### src/pbu_pkg.sv
/*
 * Shared constants and types of the pixel back end: command header layout,
 * stencil operation codes, command decoder states, dither matrix, colour format.
 * Assumes a single pipeline clock; every user writes pbu_pkg::name.
 */
// Behaviour
// - header codes 3, 3, 1, 01; length 3
// - dwords one to four load red, green, blue, alpha
// - no post-blend clamp while blending is off
// - clamp enable applies the configured clamp range
// - blending always clamps to render-target range
// - dither value from 4x4 matrix at offset coordinates
// - two LSBs of X pick column, Y row
// - shifted dither added, then truncated to depth
// - stencil updates need test on; back set two-sided
// - fail, pass-depth-fail, pass-pass pick the operation
// - keep, zero, ref, sat inc/dec, wrap inc/dec, invert
// - operation codes 0 to 7 in that order
// - stencil written only with its write enable
// - stencil write mask keeps bits whose mask is 0
// - stencil writes independent of depth write enable
// - depth written only with depth write enable
// - untested or passing depth writes the pixel depth
// - depth fail keeps depth, colour; stencil still updates
// - sRGB targets gamma-encode RGB, never alpha
// - only channels present in the format are written
// - per-channel write disable leaves a channel untouched
`default_nettype none
package pbu_pkg;
	// command header fields and positions
	localparam logic [2:0] GRAPHICS_PIPE_CMD_TYPE = 3'h3;
	localparam logic [1:0] RENDER_PIPE_SUBTYPE    = 2'h3;
	localparam logic [2:0] UNQUEUED_STATE_OPCODE  = 3'h1;
	localparam logic [7:0] SET_BLEND_CONSTANT_CMD = 8'h01;
	localparam logic [7:0] CMD_LEN_BC             = 8'h03;
	localparam int         HDR_TYPE_LSB           = 29;
	localparam int         HDR_SUB_LSB            = 27;
	localparam int         HDR_OPC_LSB            = 24;
	localparam int         HDR_SUBOPC_LSB         = 16;
	localparam logic [31:0] BLEND_CONST_RESET = 32'h0000_0000;

	// colour component: signed fixed point, 12 fraction bits
	localparam int          COMP_FRAC = 12;
	localparam logic [15:0] COMP_ONE  = 16'h1000;
	localparam logic [3:0]  COMP_MAX_BITS = 4'h8;

	typedef enum logic [2:0] {
		STENCIL_KEEP,
		STENCIL_CLEAR,
		STENCIL_LOAD_REF,
		STENCIL_INC_CLAMP,
		STENCIL_DEC_CLAMP,
		STENCIL_INC_WRAP,
		STENCIL_DEC_WRAP,
		STENCIL_FLIP_BITS
	} pbu_sop_e;

	typedef enum logic [2:0] {
		CMD_IDLE,
		CMD_RED,
		CMD_GREEN,
		CMD_BLUE,
		CMD_ALPHA
	} pbu_cmd_e;

	// ordered 4x4 dither matrix, index {row, column}
	localparam logic [15:0][3:0] DITHER_MATRIX = {
		4'h5, 4'hd, 4'h7, 4'hf,
		4'h9, 4'h1, 4'hb, 4'h3,
		4'h6, 4'he, 4'h4, 4'hc,
		4'ha, 4'h2, 4'h8, 4'h0
	};
endpackage : pbu_pkg
`default_nettype wire

### src/pbu_stencil_alu.sv
/*
 * Stencil value operation: applies one of the eight stencil operations.
 * Purely combinational; the caller selects the operation and applies the mask.
 */
`default_nettype none
module pbu_stencil_alu (
	// operands
	input  wire logic [7:0]       cur,
	input  wire logic [7:0]       ref_val,
	input  wire pbu_pkg::pbu_sop_e op,
	// result
	output logic      [7:0]       result
);
	always_comb begin
		unique case (op)
			pbu_pkg::STENCIL_KEEP:      result = cur;
			pbu_pkg::STENCIL_CLEAR:     result = 8'h00;
			pbu_pkg::STENCIL_LOAD_REF:  result = ref_val;
			pbu_pkg::STENCIL_INC_CLAMP: result = (cur == 8'hff) ? cur : 8'(cur + 8'h01);
			pbu_pkg::STENCIL_DEC_CLAMP: result = (cur == 8'h00) ? cur : 8'(cur - 8'h01);
			pbu_pkg::STENCIL_INC_WRAP:  result = 8'(cur + 8'h01);
			pbu_pkg::STENCIL_DEC_WRAP:  result = 8'(cur - 8'h01);
			pbu_pkg::STENCIL_FLIP_BITS: result = ~cur;
		endcase
	end
endmodule : pbu_stencil_alu
`default_nettype wire

### src/pbu_colour_quant.sv
/*
 * One colour channel: optional sRGB encode, ordered dither, truncation.
 * Input is clamped by the caller only while blending is on; values outside [0,1] saturate here.
 */
`default_nettype none
module pbu_colour_quant (
	// channel value and format
	input  wire logic signed [15:0] value,
	input  wire logic               srgb,
	input  wire logic [3:0]         depth_bits,
	// dither
	input  wire logic               dither_en,
	input  wire logic [3:0]         dither,
	// quantized channel
	output logic      [7:0]         result
);
	// x^(1/2.4) at sixteenths; linear interpolation keeps error near one lsb above the first sixteenth
	function automatic logic [12:0] gamma_lut(input logic [4:0] i);
		unique case (i)
			5'h00: gamma_lut = 13'h0000; 5'h01: gamma_lut = 13'h050a;
			5'h02: gamma_lut = 13'h06ba; 5'h03: gamma_lut = 13'h07f7;
			5'h04: gamma_lut = 13'h08fb; 5'h05: gamma_lut = 13'h09db;
			5'h06: gamma_lut = 13'h0aa2; 5'h07: gamma_lut = 13'h0b56;
			5'h08: gamma_lut = 13'h0bfd; 5'h09: gamma_lut = 13'h0c97;
			5'h0a: gamma_lut = 13'h0d28; 5'h0b: gamma_lut = 13'h0db0;
			5'h0c: gamma_lut = 13'h0e31; 5'h0d: gamma_lut = 13'h0ead;
			5'h0e: gamma_lut = 13'h0f22; 5'h0f: gamma_lut = 13'h0f94;
			default: gamma_lut = 13'h1000;
		endcase
	endfunction : gamma_lut

	function automatic logic [12:0] gamma_enc(input logic [12:0] x);
		logic [12:0] y0;
		logic [12:0] y1;
		logic [20:0] p;
		y0 = gamma_lut({1'b0, x[11:8]});
		y1 = gamma_lut(5'({1'b0, x[11:8]} + 5'h01));
		p  = 21'(13'(y1 - y0) * x[7:0]);
		gamma_enc = x[12] ? 13'h1000 : 13'(y0 + p[20:8]);
	endfunction : gamma_enc

	logic [12:0] lin;
	logic [12:0] enc;
	logic [3:0]  bits;
	logic [3:0]  sh;
	logic [13:0] dval;
	logic [13:0] sum;
	logic [13:0] q;
	logic [13:0] maxv;

	always_comb begin
		if (value < 0)
			lin = 13'h0000;
		else if (value > signed'(pbu_pkg::COMP_ONE))
			lin = 13'(pbu_pkg::COMP_ONE);
		else
			lin = value[12:0];
		enc  = srgb ? gamma_enc(lin) : lin;
		bits = (depth_bits == 4'h0 || depth_bits > pbu_pkg::COMP_MAX_BITS) ?
			pbu_pkg::COMP_MAX_BITS : depth_bits;
		sh   = 4'(pbu_pkg::COMP_FRAC) - bits;
		// dither msb sits just below the lowest kept bit
		dval = dither_en ? (14'(dither) << 4'(sh - 4'h4)) : 14'h0000;
		sum  = 14'({1'b0, enc}) + dval;
		q    = sum >> sh;
		maxv = 14'((14'h0001 << bits) - 14'h0001);
		result = (q > maxv) ? maxv[7:0] : q[7:0];
	end
endmodule : pbu_colour_quant
`default_nettype wire

### src/pbu_backend.sv
/*
 * Pixel back end: blend constant command, post-blend clamp, dither and
 * stencil/depth/colour buffer update, one pixel per enabled cycle, latency one.
 * Assumes test results arrive with the pixel and memory accepts every write.
 */
`default_nettype none
module pbu_backend (
	// clock, reset, enable
	input  wire logic               clk_sys,
	input  wire logic               sys_rst,
	input  wire logic               ce,
	// command stream
	input  wire logic               cmd_valid,
	input  wire logic [31:0]        cmd_data,
	// blend constant
	output logic      [31:0]        blend_const_red,
	output logic      [31:0]        blend_const_green,
	output logic      [31:0]        blend_const_blue,
	output logic      [31:0]        blend_const_alpha,
	// pixel in
	input  wire logic               px_valid,
	input  wire logic               px_kill,
	input  wire logic [11:0]        px_x,
	input  wire logic [11:0]        px_y,
	input  wire logic               px_back_face,
	input  wire logic               stencil_pass,
	input  wire logic               depth_pass,
	input  wire logic [31:0]        px_depth,
	input  wire logic [7:0]         px_stencil,
	input  wire logic signed [15:0] px_red,
	input  wire logic signed [15:0] px_green,
	input  wire logic signed [15:0] px_blue,
	input  wire logic signed [15:0] px_alpha,
	// colour state
	input  wire logic               blend_en,
	input  wire logic               post_clamp_en,
	input  wire logic signed [15:0] clamp_lo,
	input  wire logic signed [15:0] clamp_hi,
	input  wire logic signed [15:0] rt_lo,
	input  wire logic signed [15:0] rt_hi,
	input  wire logic               rt_srgb,
	input  wire logic [3:0]         rt_bits,
	input  wire logic [3:0]         rt_has_chan,
	input  wire logic [3:0]         chan_write_dis,
	input  wire logic               dither_en,
	input  wire logic [1:0]         dither_off_x,
	input  wire logic [1:0]         dither_off_y,
	// depth and stencil state
	input  wire logic               depth_test_en,
	input  wire logic               depth_write_en,
	input  wire logic               stencil_test_en,
	input  wire logic               stencil_write_en,
	input  wire logic               two_sided_en,
	input  wire logic [8:0]         front_ops,
	input  wire logic [8:0]         back_ops,
	input  wire logic [7:0]         front_ref,
	input  wire logic [7:0]         back_ref,
	input  wire logic [7:0]         front_wmask,
	input  wire logic [7:0]         back_wmask,
	// buffer writes
	output logic                    out_valid,
	output logic                    depth_we,
	output logic      [31:0]        depth_data,
	output logic                    stencil_we,
	output logic      [7:0]         stencil_data,
	output logic      [3:0]         colour_we,
	output logic      [7:0]         colour_red,
	output logic      [7:0]         colour_green,
	output logic      [7:0]         colour_blue,
	output logic      [7:0]         colour_alpha
);
	typedef struct packed {
		pbu_pkg::pbu_cmd_e st;
		logic [3:0][31:0]  bconst;
		logic              out_valid;
		logic              depth_we;
		logic [31:0]       depth_data;
		logic              stencil_we;
		logic [7:0]        stencil_data;
		logic [3:0]        colour_we;
		logic [3:0][7:0]   colour;
	} pbu_state_s;

	pbu_state_s q;
	pbu_state_s next_q;

	function automatic logic hdr_ok(input logic [31:0] w);
		hdr_ok = w[31:pbu_pkg::HDR_TYPE_LSB] == pbu_pkg::GRAPHICS_PIPE_CMD_TYPE &&
			w[pbu_pkg::HDR_TYPE_LSB-1:pbu_pkg::HDR_SUB_LSB] == pbu_pkg::RENDER_PIPE_SUBTYPE &&
			w[pbu_pkg::HDR_SUB_LSB-1:pbu_pkg::HDR_OPC_LSB] == pbu_pkg::UNQUEUED_STATE_OPCODE &&
			w[pbu_pkg::HDR_OPC_LSB-1:pbu_pkg::HDR_SUBOPC_LSB] == pbu_pkg::SET_BLEND_CONSTANT_CMD &&
			w[7:0] == pbu_pkg::CMD_LEN_BC;
	endfunction : hdr_ok

	function automatic logic signed [15:0] clamp(input logic signed [15:0] v,
		input logic signed [15:0] lo, input logic signed [15:0] hi);
		clamp = (v < lo) ? lo : ((v > hi) ? hi : v);
	endfunction : clamp

	// colour path
	logic signed [3:0][15:0] px_col;
	logic signed [3:0][15:0] blended;
	logic [3:0][7:0]         quant;
	logic [3:0]              dither;
	logic [1:0]              dcol;
	logic [1:0]              drow;

	always_comb begin
		px_col = {px_alpha, px_blue, px_green, px_red};
		for (int c = 0; c < 4; c++) begin
			blended[c] = px_col[c];
			if (blend_en) begin
				if (post_clamp_en)
					blended[c] = clamp(blended[c], clamp_lo, clamp_hi);
				blended[c] = clamp(blended[c], rt_lo, rt_hi);
			end
		end
		dcol   = 2'(px_x[1:0] + dither_off_x);
		drow   = 2'(px_y[1:0] + dither_off_y);
		dither = pbu_pkg::DITHER_MATRIX[{drow, dcol}];
	end

	for (genvar c = 0; c < 4; c++) begin : g_chan
		pbu_colour_quant u_quant (
			.value      (blended[c]),
			.srgb       (rt_srgb && c != 3),
			.depth_bits (rt_bits),
			.dither_en  (dither_en),
			.dither     (dither),
			.result     (quant[c])
		);
	end

	// stencil path
	logic [8:0]        ops;
	logic [7:0]        sref;
	logic [7:0]        wmask;
	logic              use_back;
	logic              live;
	logic              sten_ok;
	logic              depth_ok;
	logic [7:0]        sten_new;
	pbu_pkg::pbu_sop_e sop;

	always_comb begin
		use_back = two_sided_en && px_back_face;
		ops      = use_back ? back_ops : front_ops;
		sref     = use_back ? back_ref : front_ref;
		wmask    = use_back ? back_wmask : front_wmask;
		live     = px_valid && !px_kill;
		sten_ok  = !stencil_test_en || stencil_pass;
		depth_ok = !depth_test_en || depth_pass;
		if (!stencil_pass)
			sop = pbu_pkg::pbu_sop_e'(ops[8:6]);
		else if (!depth_ok)
			sop = pbu_pkg::pbu_sop_e'(ops[5:3]);
		else
			sop = pbu_pkg::pbu_sop_e'(ops[2:0]);
	end

	pbu_stencil_alu u_stencil (
		.cur     (px_stencil),
		.ref_val (sref),
		.op      (sop),
		.result  (sten_new)
	);

	always_comb begin
		next_q = q;
		if (cmd_valid) begin
			unique case (q.st)
				pbu_pkg::CMD_IDLE:
					// a foreign or mis-sized header is dropped a dword at a time
					if (hdr_ok(cmd_data))
						next_q.st = pbu_pkg::CMD_RED;
				pbu_pkg::CMD_RED: begin
					next_q.bconst[0] = cmd_data;
					next_q.st        = pbu_pkg::CMD_GREEN;
				end
				pbu_pkg::CMD_GREEN: begin
					next_q.bconst[1] = cmd_data;
					next_q.st        = pbu_pkg::CMD_BLUE;
				end
				pbu_pkg::CMD_BLUE: begin
					next_q.bconst[2] = cmd_data;
					next_q.st        = pbu_pkg::CMD_ALPHA;
				end
				pbu_pkg::CMD_ALPHA: begin
					next_q.bconst[3] = cmd_data;
					next_q.st        = pbu_pkg::CMD_IDLE;
				end
				default:
					next_q.st = pbu_pkg::CMD_IDLE;
			endcase
		end
		next_q.out_valid    = px_valid;
		next_q.depth_we     = live && sten_ok && depth_ok && depth_write_en;
		next_q.depth_data   = px_depth;
		next_q.stencil_we   = live && stencil_test_en && stencil_write_en;
		next_q.stencil_data = (px_stencil & ~wmask) | (sten_new & wmask);
		next_q.colour_we    = (live && sten_ok && depth_ok) ?
			(rt_has_chan & ~chan_write_dis) : 4'h0;
		next_q.colour       = quant;
	end

	always_ff @(posedge clk_sys) begin
		if (sys_rst) begin
			q.st           <= pbu_pkg::CMD_IDLE;
			q.bconst       <= {4{pbu_pkg::BLEND_CONST_RESET}};
			q.out_valid    <= 1'b0;
			q.depth_we     <= 1'b0;
			q.depth_data   <= 32'h0000_0000;
			q.stencil_we   <= 1'b0;
			q.stencil_data <= 8'h00;
			q.colour_we    <= 4'h0;
			q.colour       <= 32'h0000_0000;
		end else if (ce) begin
			q <= next_q;
		end
	end

	assign blend_const_red   = q.bconst[0];
	assign blend_const_green = q.bconst[1];
	assign blend_const_blue  = q.bconst[2];
	assign blend_const_alpha = q.bconst[3];
	assign out_valid         = q.out_valid;
	assign depth_we          = q.depth_we;
	assign depth_data        = q.depth_data;
	assign stencil_we        = q.stencil_we;
	assign stencil_data      = q.stencil_data;
	assign colour_we         = q.colour_we;
	assign colour_red        = q.colour[0];
	assign colour_green      = q.colour[1];
	assign colour_blue       = q.colour[2];
	assign colour_alpha      = q.colour[3];
endmodule : pbu_backend
`default_nettype wire

### config.mk
export PLATFORM = sky130hd
export DESIGN_NAME = pbu_backend
export DESIGN_NICKNAME = d
export VERILOG_FILES = /design/src/pbu_pkg.sv /design/src/pbu_stencil_alu.sv /design/src/pbu_colour_quant.sv /design/src/pbu_backend.sv
export SDC_FILE = /design/constraint.sdc
export NUM_CORES = 2
export LEC_CHECK = 0
export BUFFER_PORTS_ARGS = -buffer_cell sky130_fd_sc_hd__buf_4
export CORE_MARGIN = 3
export CORE_UTILIZATION = 50
export CTS_BUF_LIST = sky130_fd_sc_hd__clkbuf_4 sky130_fd_sc_hd__clkbuf_8
export DETAILED_ROUTE_END_ITERATION = 16
export HOLD_SLACK_MARGIN = 0.05
export PLACE_DENSITY_LB_ADDON = 0.2
export SLEW_MARGIN = 20
export SYNTH_ARGS = -nofsm -noshare
export SYNTH_HDL_FRONTEND = slang
export SYNTH_SLANG_ARGS = --single-unit
### constraint.sdc
create_clock -name clk_sys -period 63.9 [get_ports clk_sys]
set_input_delay 15.975 -clock clk_sys [delete_from_list [all_inputs] [get_ports clk_sys]]
set_output_delay 15.975 -clock clk_sys [all_outputs]
set_load 0.005 [all_outputs]
# Yosys cells after proc, flatten, opt, wreduce, memory -nomap -nowiden
# Memory sizes are Yosys's and may differ from the RTL's.
# Index checks and enable logic that the tools add are counted.
# totals
input_bits	308
mem_bits_ro	1216
mem_count	7
reg_bits	210
ramBits	0
latchBits	0
output_inout_bits	207
# classes
addsub	20
magnitude_cmp	30
muxes	63
n_eq_ne	18
shift	6
n_bitwise	7
div_mod_pow	0
n_mul	3
n_reduce_logical	26
# mem_list
name	words	width	read_ports	rd_clocked_by_memory_dff	wr	line	rtl
(name not given)	16	12	1	0	0	pbu_colour_quant.sv:19	unique case (i)
(name not given)	16	12	1	0	0	pbu_colour_quant.sv:19	
(name not given)	16	12	1	0	0	pbu_colour_quant.sv:19	
(name not given)	16	12	1	0	0	pbu_colour_quant.sv:19	
(name not given)	16	12	1	0	0	pbu_colour_quant.sv:19	
(name not given)	16	12	1	0	0	pbu_colour_quant.sv:19	
+1 memories	--	--	--	--	--	--	
# ops
cell	count
$mux 16	28
$mux 13	17
$gt 16x16->1	8
$lt 16x16->1	8
$gt 16x14->1 const B	4
$lt 16x1->1 const B	4
$mux 8	8
$pmux 8 s8	1
$mul 13x8->21	3
$add 13x14->14	4
$gt 14x14->1	4
$shr 14x4->14	4
$add 13x13->13	3
$sub 13x13->13	3
$and 8x8->8	2
$not 8->8	2
$add 4x1->5 const B	3
$eq 3x2->1 const B	5
$eq 3x3->1 const B	5
$reduce_and 3->1	5
$mux 14	1
$shl 1x4->14 const A	1
$shl 4x4->14	1
$sub 14x1->14 const B	1
other kinds (26)	48

# Depth between registers and ports, before layout
# An unclocked memory read counts as a cell.
# logic_depth
ltp_word	24
depth_mapped	100
mapped_depth_nobuf	93

# Modules after synthesis
# From an unflattened synthesis, not the netlist that was laid out.
# hier_totals
hier_cells	6471
hier_area_um2	48962.0
# modules_own_cells
mod	area_each_um2	cells_per_inst	seq_area_each_um2	instances
pbu_backend	18582.8	2312	4204.0	1
pbu_colour_quant at g_chan[0].u_quant	7523.5	1022	0.0	1
pbu_colour_quant at g_chan[3].u_quant	7516.0	1033	0.0	1
pbu_colour_quant at g_chan[1].u_quant	7224.4	980	0.0	1
pbu_colour_quant at g_chan[2].u_quant	7224.4	989	0.0	1
pbu_stencil_alu	890.9	135	0.0	1

# Worst setup path before layout
# No wires, ideal clock.
# synth_timing
path_type	input port to flip-flop
startpoint	input clamp_lo[9]
endpoint	register q, in the netlist colour_blue[6]
t_required_ps	63778
setup_slack_ps	29853
cell_stages	96
arrival_time_ps	33925
path_buffers	6
cell_sequence	inv_1 -> ha_1 -> and4_1 -> a211oi_1 -> nand4_1 -> a21o_1 -> and2_1 -> buf_2 -> a21oi_1 -> clkbuf_1 -> nor2_1 -> a21oi_1 -> ha_1 -> a21o_1 -> a211oi_1 -> nor2_1 -> o41ai_1 -> o21ai_0 -> [60 not listed] -> mux2i_1 -> o21ai_0 -> o21ai_0 -> ha_1 -> o21a_1 -> o21a_1 -> o21a_1 -> o21a_1 -> o21a_1 -> o21a_1 -> o21a_1 -> o21a_1 -> o21a_1 -> o21a_1 -> o21ai_0 -> a211oi_1 -> clkbuf_1 -> a221o_1
# synth_between
elab_chain_len	23
elab_cells_between_ends	26
cone_classes	4 x add/sub; 1 x mul; 6 x order compare; 1 x shift; 12 x mux; 2 x memory
# synth_rtl
item	line	rtl
from (decl)	pbu_backend.sv:37	input wire logic signed [15:0] clamp_lo,
$lt 16x16->1	pbu_backend.sv:97	clamp = (v < lo) ? lo : ((v > hi) ? hi : v);
$mux 16 *	pbu_backend.sv:97	
$mux 16 *	pbu_backend.sv:113	if (post_clamp_en)
$mux 16 *	pbu_backend.sv:112	if (blend_en) begin
$gt 16x16->1	pbu_backend.sv:97	
$mux 16	pbu_backend.sv:97	
$mux 16 *	pbu_backend.sv:97	
$mux 16 *	pbu_backend.sv:112	
[7 not listed]	--	
$mul 13x8->21	pbu_colour_quant.sv:38	p = 21'(13'(y1 - y0) * x[7:0]);
$add 13x13->13	pbu_colour_quant.sv:39	gamma_enc = x[12] ? 13'h1000 : 13'(y0 + p[20:8]);
$mux 13	pbu_colour_quant.sv:39	
$mux 13 *	pbu_colour_quant.sv:58	enc = srgb ? gamma_enc(lin) : lin;
$add 13x14->14 *	pbu_colour_quant.sv:64	sum = 14'({1'b0, enc}) + dval;
$shr 14x4->14 *	pbu_colour_quant.sv:65	q = sum >> sh;
$gt 14x14->1	pbu_colour_quant.sv:67	result = (q > maxv) ? maxv[7:0] : q[7:0];
$mux 8 *	pbu_colour_quant.sv:67	
to (signal assigned)	pbu_backend.sv:218	q <= next_q;
to (decl)	pbu_backend.sv:84	pbu_state_s q;
# Mark *: on every way between the ends. The rest lies on a longest branch, timed or not. The select of a mux whose other input is x is not followed.
# A chain may end at the register's enable or synchronous reset.

# Final worst setup path
# layout_timing
startpoint	input clamp_lo[15]
endpoint	register q, in the netlist colour_red[4]
# The elaborated chain is that of the path after synthesis.

==> reports/summary.txt <==
GLOBAL ROUTING
--------------------------------------------------------------------------------------
Number of antenna violations at the first check in global routing .......            1
All-Layer GR Usage ......................................................        0.324
Gr busiest metal ........................................................         met2
Global-route track usage on met1 ........................................        0.425
Fraction of met3 tracks used by global routing ..........................       0.0704
Gr ovfl total ...........................................................            0
GRT met2 Usage ..........................................................        0.515
Maximum number of pins on one net before global-route repair ............          105
Wire length of the first global-routing pass ............................    220000 um
Number of global-route vias before repair ...............................        38000

SETUP PATH
--------------------------------------------------------------------------------------
Worst path arrival time .................................................     38.15 ns
Largest fanout of any net on the critical path ..........................           16
Critical Path RT ........................................................     64.36 ns
Cells on worst reg2reg path .............................................            6
Capturing element type of the critical path .............................    flip-flop
Delay of the slowest cell on the worst path .............................      0.76 ns
Worst setup path category ...............................................       in2reg
Most repeated library cell on the critical path ......................... sky130_fd_sc_hd__nor2_1
Worst R2R Start .........................................................       q[209]
RR Endpoint ............................................................. blend_const_red[17]
Worst Setup Start Kind ..................................................   input port
CP max-delay cell ....................................................... sky130_fd_sc_hd__nor2_1
Reg2Reg Setup Slack .....................................................     61.77 ns

FLOORPLANNING
--------------------------------------------------------------------------------------
Number of top-level pins ................................................          515
Num rows ................................................................          103
Total Die Area .......................................................... 0.0842 sq mm
Horizontal extent of the die ............................................       290 um
Initial core utilization ................................................        0.508
Die outline height ......................................................       290 um
Core ar. ................................................................ 0.0795 sq mm

PWR
--------------------------------------------------------------------------------------
Share of total power in the clock network ...............................        0.135
Switch share ............................................................        0.517
Pleak ...................................................................      21.4 nW
Power per Cell Area ..................................................... 22.1 mW/mm^2
Internal Dissipation ....................................................     0.472 mW
Worst VDD drop ..........................................................  0.0000249 V
Part of the total power dissipated in sequential elements ...............        0.143
Switching Power .........................................................     0.504 mW
Combinational Power Share ...............................................        0.722

ROUTE
--------------------------------------------------------------------------------------
Routed via count divided by cell count ..................................         6.14
Routed wirelength normalized by instance count ..........................      21.7 um
Number of vias in the routed layout .....................................        40600
Number of nets with antenna violations after detailed routing ...........            0
Detailed router's first-iteration violation count .......................         3902
Post-route DRC ..........................................................            0
Detailed-router iteration count before antenna repair ...................            7
Final Routed Wirelength .................................................    144000 um

STATUS
--------------------------------------------------------------------------------------
Outcome .................................................................    completed

CLOCK TREE
--------------------------------------------------------------------------------------
Number of sinks driven by the clock tree ................................          210
CTS tree ................................................................        built
Post-CTS sizing .........................................................            0
Total setup buffers inserted after CTS ..................................            0
Clock slew at the register clock pins of the worst setup and hold paths .      0.06 ns
Post-CTS Hold Fix Bufs ..................................................            0
TritonCTS Buffers .......................................................           37
Max Buffers Root-to-Sink ................................................            3
Worst skew pair latency .................................................      0.59 ns
H-tree depth ............................................................            2
CTS Root Cell ........................................................... sky130_fd_sc_hd__clkbuf_8

PLACEMENT
--------------------------------------------------------------------------------------
Port Buffers ............................................................          494
Cell count after placement ..............................................         6541
Gpl congestion ..........................................................         1.08
DP Wirelength ...........................................................    116000 um

LOGIC SYNTHESIS
--------------------------------------------------------------------------------------
Most instantiated cells after synthesis ................................. sky130_fd_sc_hd__nor2_1 (599), sky130_fd_sc_hd__nand2_1 (579), sky130_fd_sc_hd__ha_1 (575)
Most common flop cell mapped by yosys ................................... sky130_fd_sc_hd__dfxtp_1
Post-synth cell types ...................................................          113
Sequential share of the synthesized area ................................        0.104
Syn. warnings ...........................................................            0
Total standard cell area after synthesis ................................ 0.0404 sq mm
Cell types occupying the most area after synthesis ...................... sky130_fd_sc_hd__ha_1 (18%), sky130_fd_sc_hd__dfxtp_1 (10%), sky130_fd_sc_hd__fa_1 (10%)
Mean Syn Cell Area ......................................................   7.49 sq um
Post-synthesis net count ................................................         6480
Most instantiated library cell after synthesis .......................... sky130_fd_sc_hd__nor2_1
Library cell occupying the most area in the post-synthesis netlist ...... sky130_fd_sc_hd__ha_1
Post-synthesis cell count ...............................................         5392
Post-synth ARST share ...................................................            0
Share of Yosys cell area claimed by the top area cell type ..............        0.178
FF+latch count, synth ...................................................          210
Post-synth EDFFs ........................................................            0

LAYOUT
--------------------------------------------------------------------------------------
Final core area utilization .............................................        0.554
Fillers .................................................................         7615
Layout cells sized above 1 ..............................................        0.145
Number of standard cells in the layout, taps in and fillers out .........         6611
Area growth, synth to finish ............................................        9.21%
Final Net Count .........................................................         6619

TIMING
--------------------------------------------------------------------------------------
Ratio of final minimum period to clock period ...........................        0.590
Maximum achievable frequency ............................................     26.5 MHz
Final TNS setup .........................................................         0 ns
RSZ-0062 raised after global routing ....................................        false
Number of failing setup endpoints in the final timing report ............            0
Smallest hold slack .....................................................     0.454 ns
Slew at the pin with the worst max-slew slack ...........................      1.13 ns
Clock Skew ..............................................................    0.0427 ns
Time the final worst path needs with I/O delays and setup ...............     37.70 ns
Final count of hold timing violations ...................................            0
Worst slew margin .......................................................        0.244
Max Slew Vio Count ......................................................            0

WORST HOLD PATH
--------------------------------------------------------------------------------------
Hold path cells .........................................................            2
HP Start ................................................................ blend_const_red[18]
Worst hold path endpoint ................................................ blend_const_red[18]
Type of the tightest min-delay check ....................................      reg2reg

FLOW RUN
--------------------------------------------------------------------------------------
Max Cap Viol ............................................................            0

==> layout by cell type (no fill, tap or decap), types with 49 or more instances in the layout <==
cell                       synthesis  layout
sky130_fd_sc_hd__dfxtp_1         210     210
sky130_fd_sc_hd__nor2b_1          54      54
sky130_fd_sc_hd__a21o_1          152     152
sky130_fd_sc_hd__nand4_1          62      62
sky130_fd_sc_hd__o21a_1           49      49
sky130_fd_sc_hd__nand2_1         579     579
sky130_fd_sc_hd__o22ai_1          74      74
sky130_fd_sc_hd__a211oi_1         57      57
sky130_fd_sc_hd__buf_4           205     544
sky130_fd_sc_hd__xnor2_1         116     116
sky130_fd_sc_hd__fa_1            205     205
sky130_fd_sc_hd__nor3_1           85      84
sky130_fd_sc_hd__nor2_1          599     598
sky130_fd_sc_hd__mux2i_1         122     122
sky130_fd_sc_hd__nand3_1          55      55
sky130_fd_sc_hd__or2_2            90      90
sky130_fd_sc_hd__ha_1            575     574
sky130_fd_sc_hd__a21oi_1         442     442
sky130_fd_sc_hd__inv_1           422     422
sky130_fd_sc_hd__o21ai_0         233     233
==> worst max-delay path by stage <==
stage / from / endpoint / slack (ns) / cells past startpoint
floorplan: clamp_lo[9] / colour_blue[6] / 29.85 / 96
finish: clamp_lo[15] / colour_red[4] / 26.20 / 84
global route: clamp_lo[15] / colour_red[4] / 24.56 / 84
CTS: clamp_lo[15] / colour_red[4] / 26.63 / 85
detailed placement: clamp_lo[15] / colour_red[4] / 26.07 / 85
global placement: clamp_lo[15] / colour_red[7] / 26.10 / 85
==> critical path: cells and delay by family <==
family	cells	cell delay, ns
AO/OA/AOI/OAI	39	10.08
XOR/XNOR	3	0.95
adder cells (fa/ha/maj)	12	4.62
buffers and inverters	5	0.75
AND/OR/NAND/NOR	25	5.72
==> flip-flops by register name, indices dropped and copies added (netlist names), 3 cells and up <==
register,count
stencil_data,8
blend_const_green,32
colour_green,8
depth_data,32
blend_const_blue,32
colour_we,4
blend_const_red,32
q,3
colour_red,8
colour_blue,8
colour_alpha,8
blend_const_alpha,32
==> layout make-up <==
class | count | area, sq um | area share
inverters | 429 | 1610 | 0.0365
clock buffers | 54 | 668 | 0.0152
clock inverters | 13 | 116 | 0.00264
multi-input cells | 4307 | 32100 | 0.727
flip-flops and latches | 210 | 4200 | 0.0954
diodes | 2 | 5.00 | 0.000114
repair buffers | 546 | 4100 | 0.0931
well taps | 1050 | 1310 | 0.0298
==> power groups by stage <==
stage	clock network [mW]	registers [mW]	logic, mW
after detailed placement	0	0.142	0.687
after CTS	0.134	0.139	0.692
after floorplan	0	0.141	0.501
final	0.132	0.140	0.704
after global routing	0.140	0.140	0.776
after global placement	0	0.142	0.677
==> layer usage <==
layer  up-vias  wire (um)
met5         -          0
met4         0       6890
met3       409      13800
met2      1957      63500
met1     19200      59400
li1      19000          -
==> kinds of logic (layout without fill, tap and decap cells) <==
| logic type | count (synthesis) | after routing | share of synthesized area |
|---|---|---|---|
| AOI/OAI and AO/OA | 1424 | 1424 | 0.232 |
| xor gates and xnor gates | 163 | 163 | 0.0359 |
| adders and majority gates | 780 | 780 | 0.280 |
| buffers and inverters | 875 | 1042 | 0.102 |
| DFF | 210 | 210 | 0.104 |
| muxes | 165 | 165 | 0.0441 |
| other | 0 | 2 | 0 |
| and+or+nand+nor | 1775 | 1775 | 0.202 |
==> metrics by stage <==
step	setup WS (ns)	total power, mW	cell area [sq um]
after global routing	24.56	1.06	44100
after CTS	26.63	0.965	44100
after floorplan	29.85	0.642	40400
after global placement	26.10	0.819	43300
after detailed placement	26.07	0.830	43300
final	26.20	0.976	44100
(Power assumes the default switching activity.)
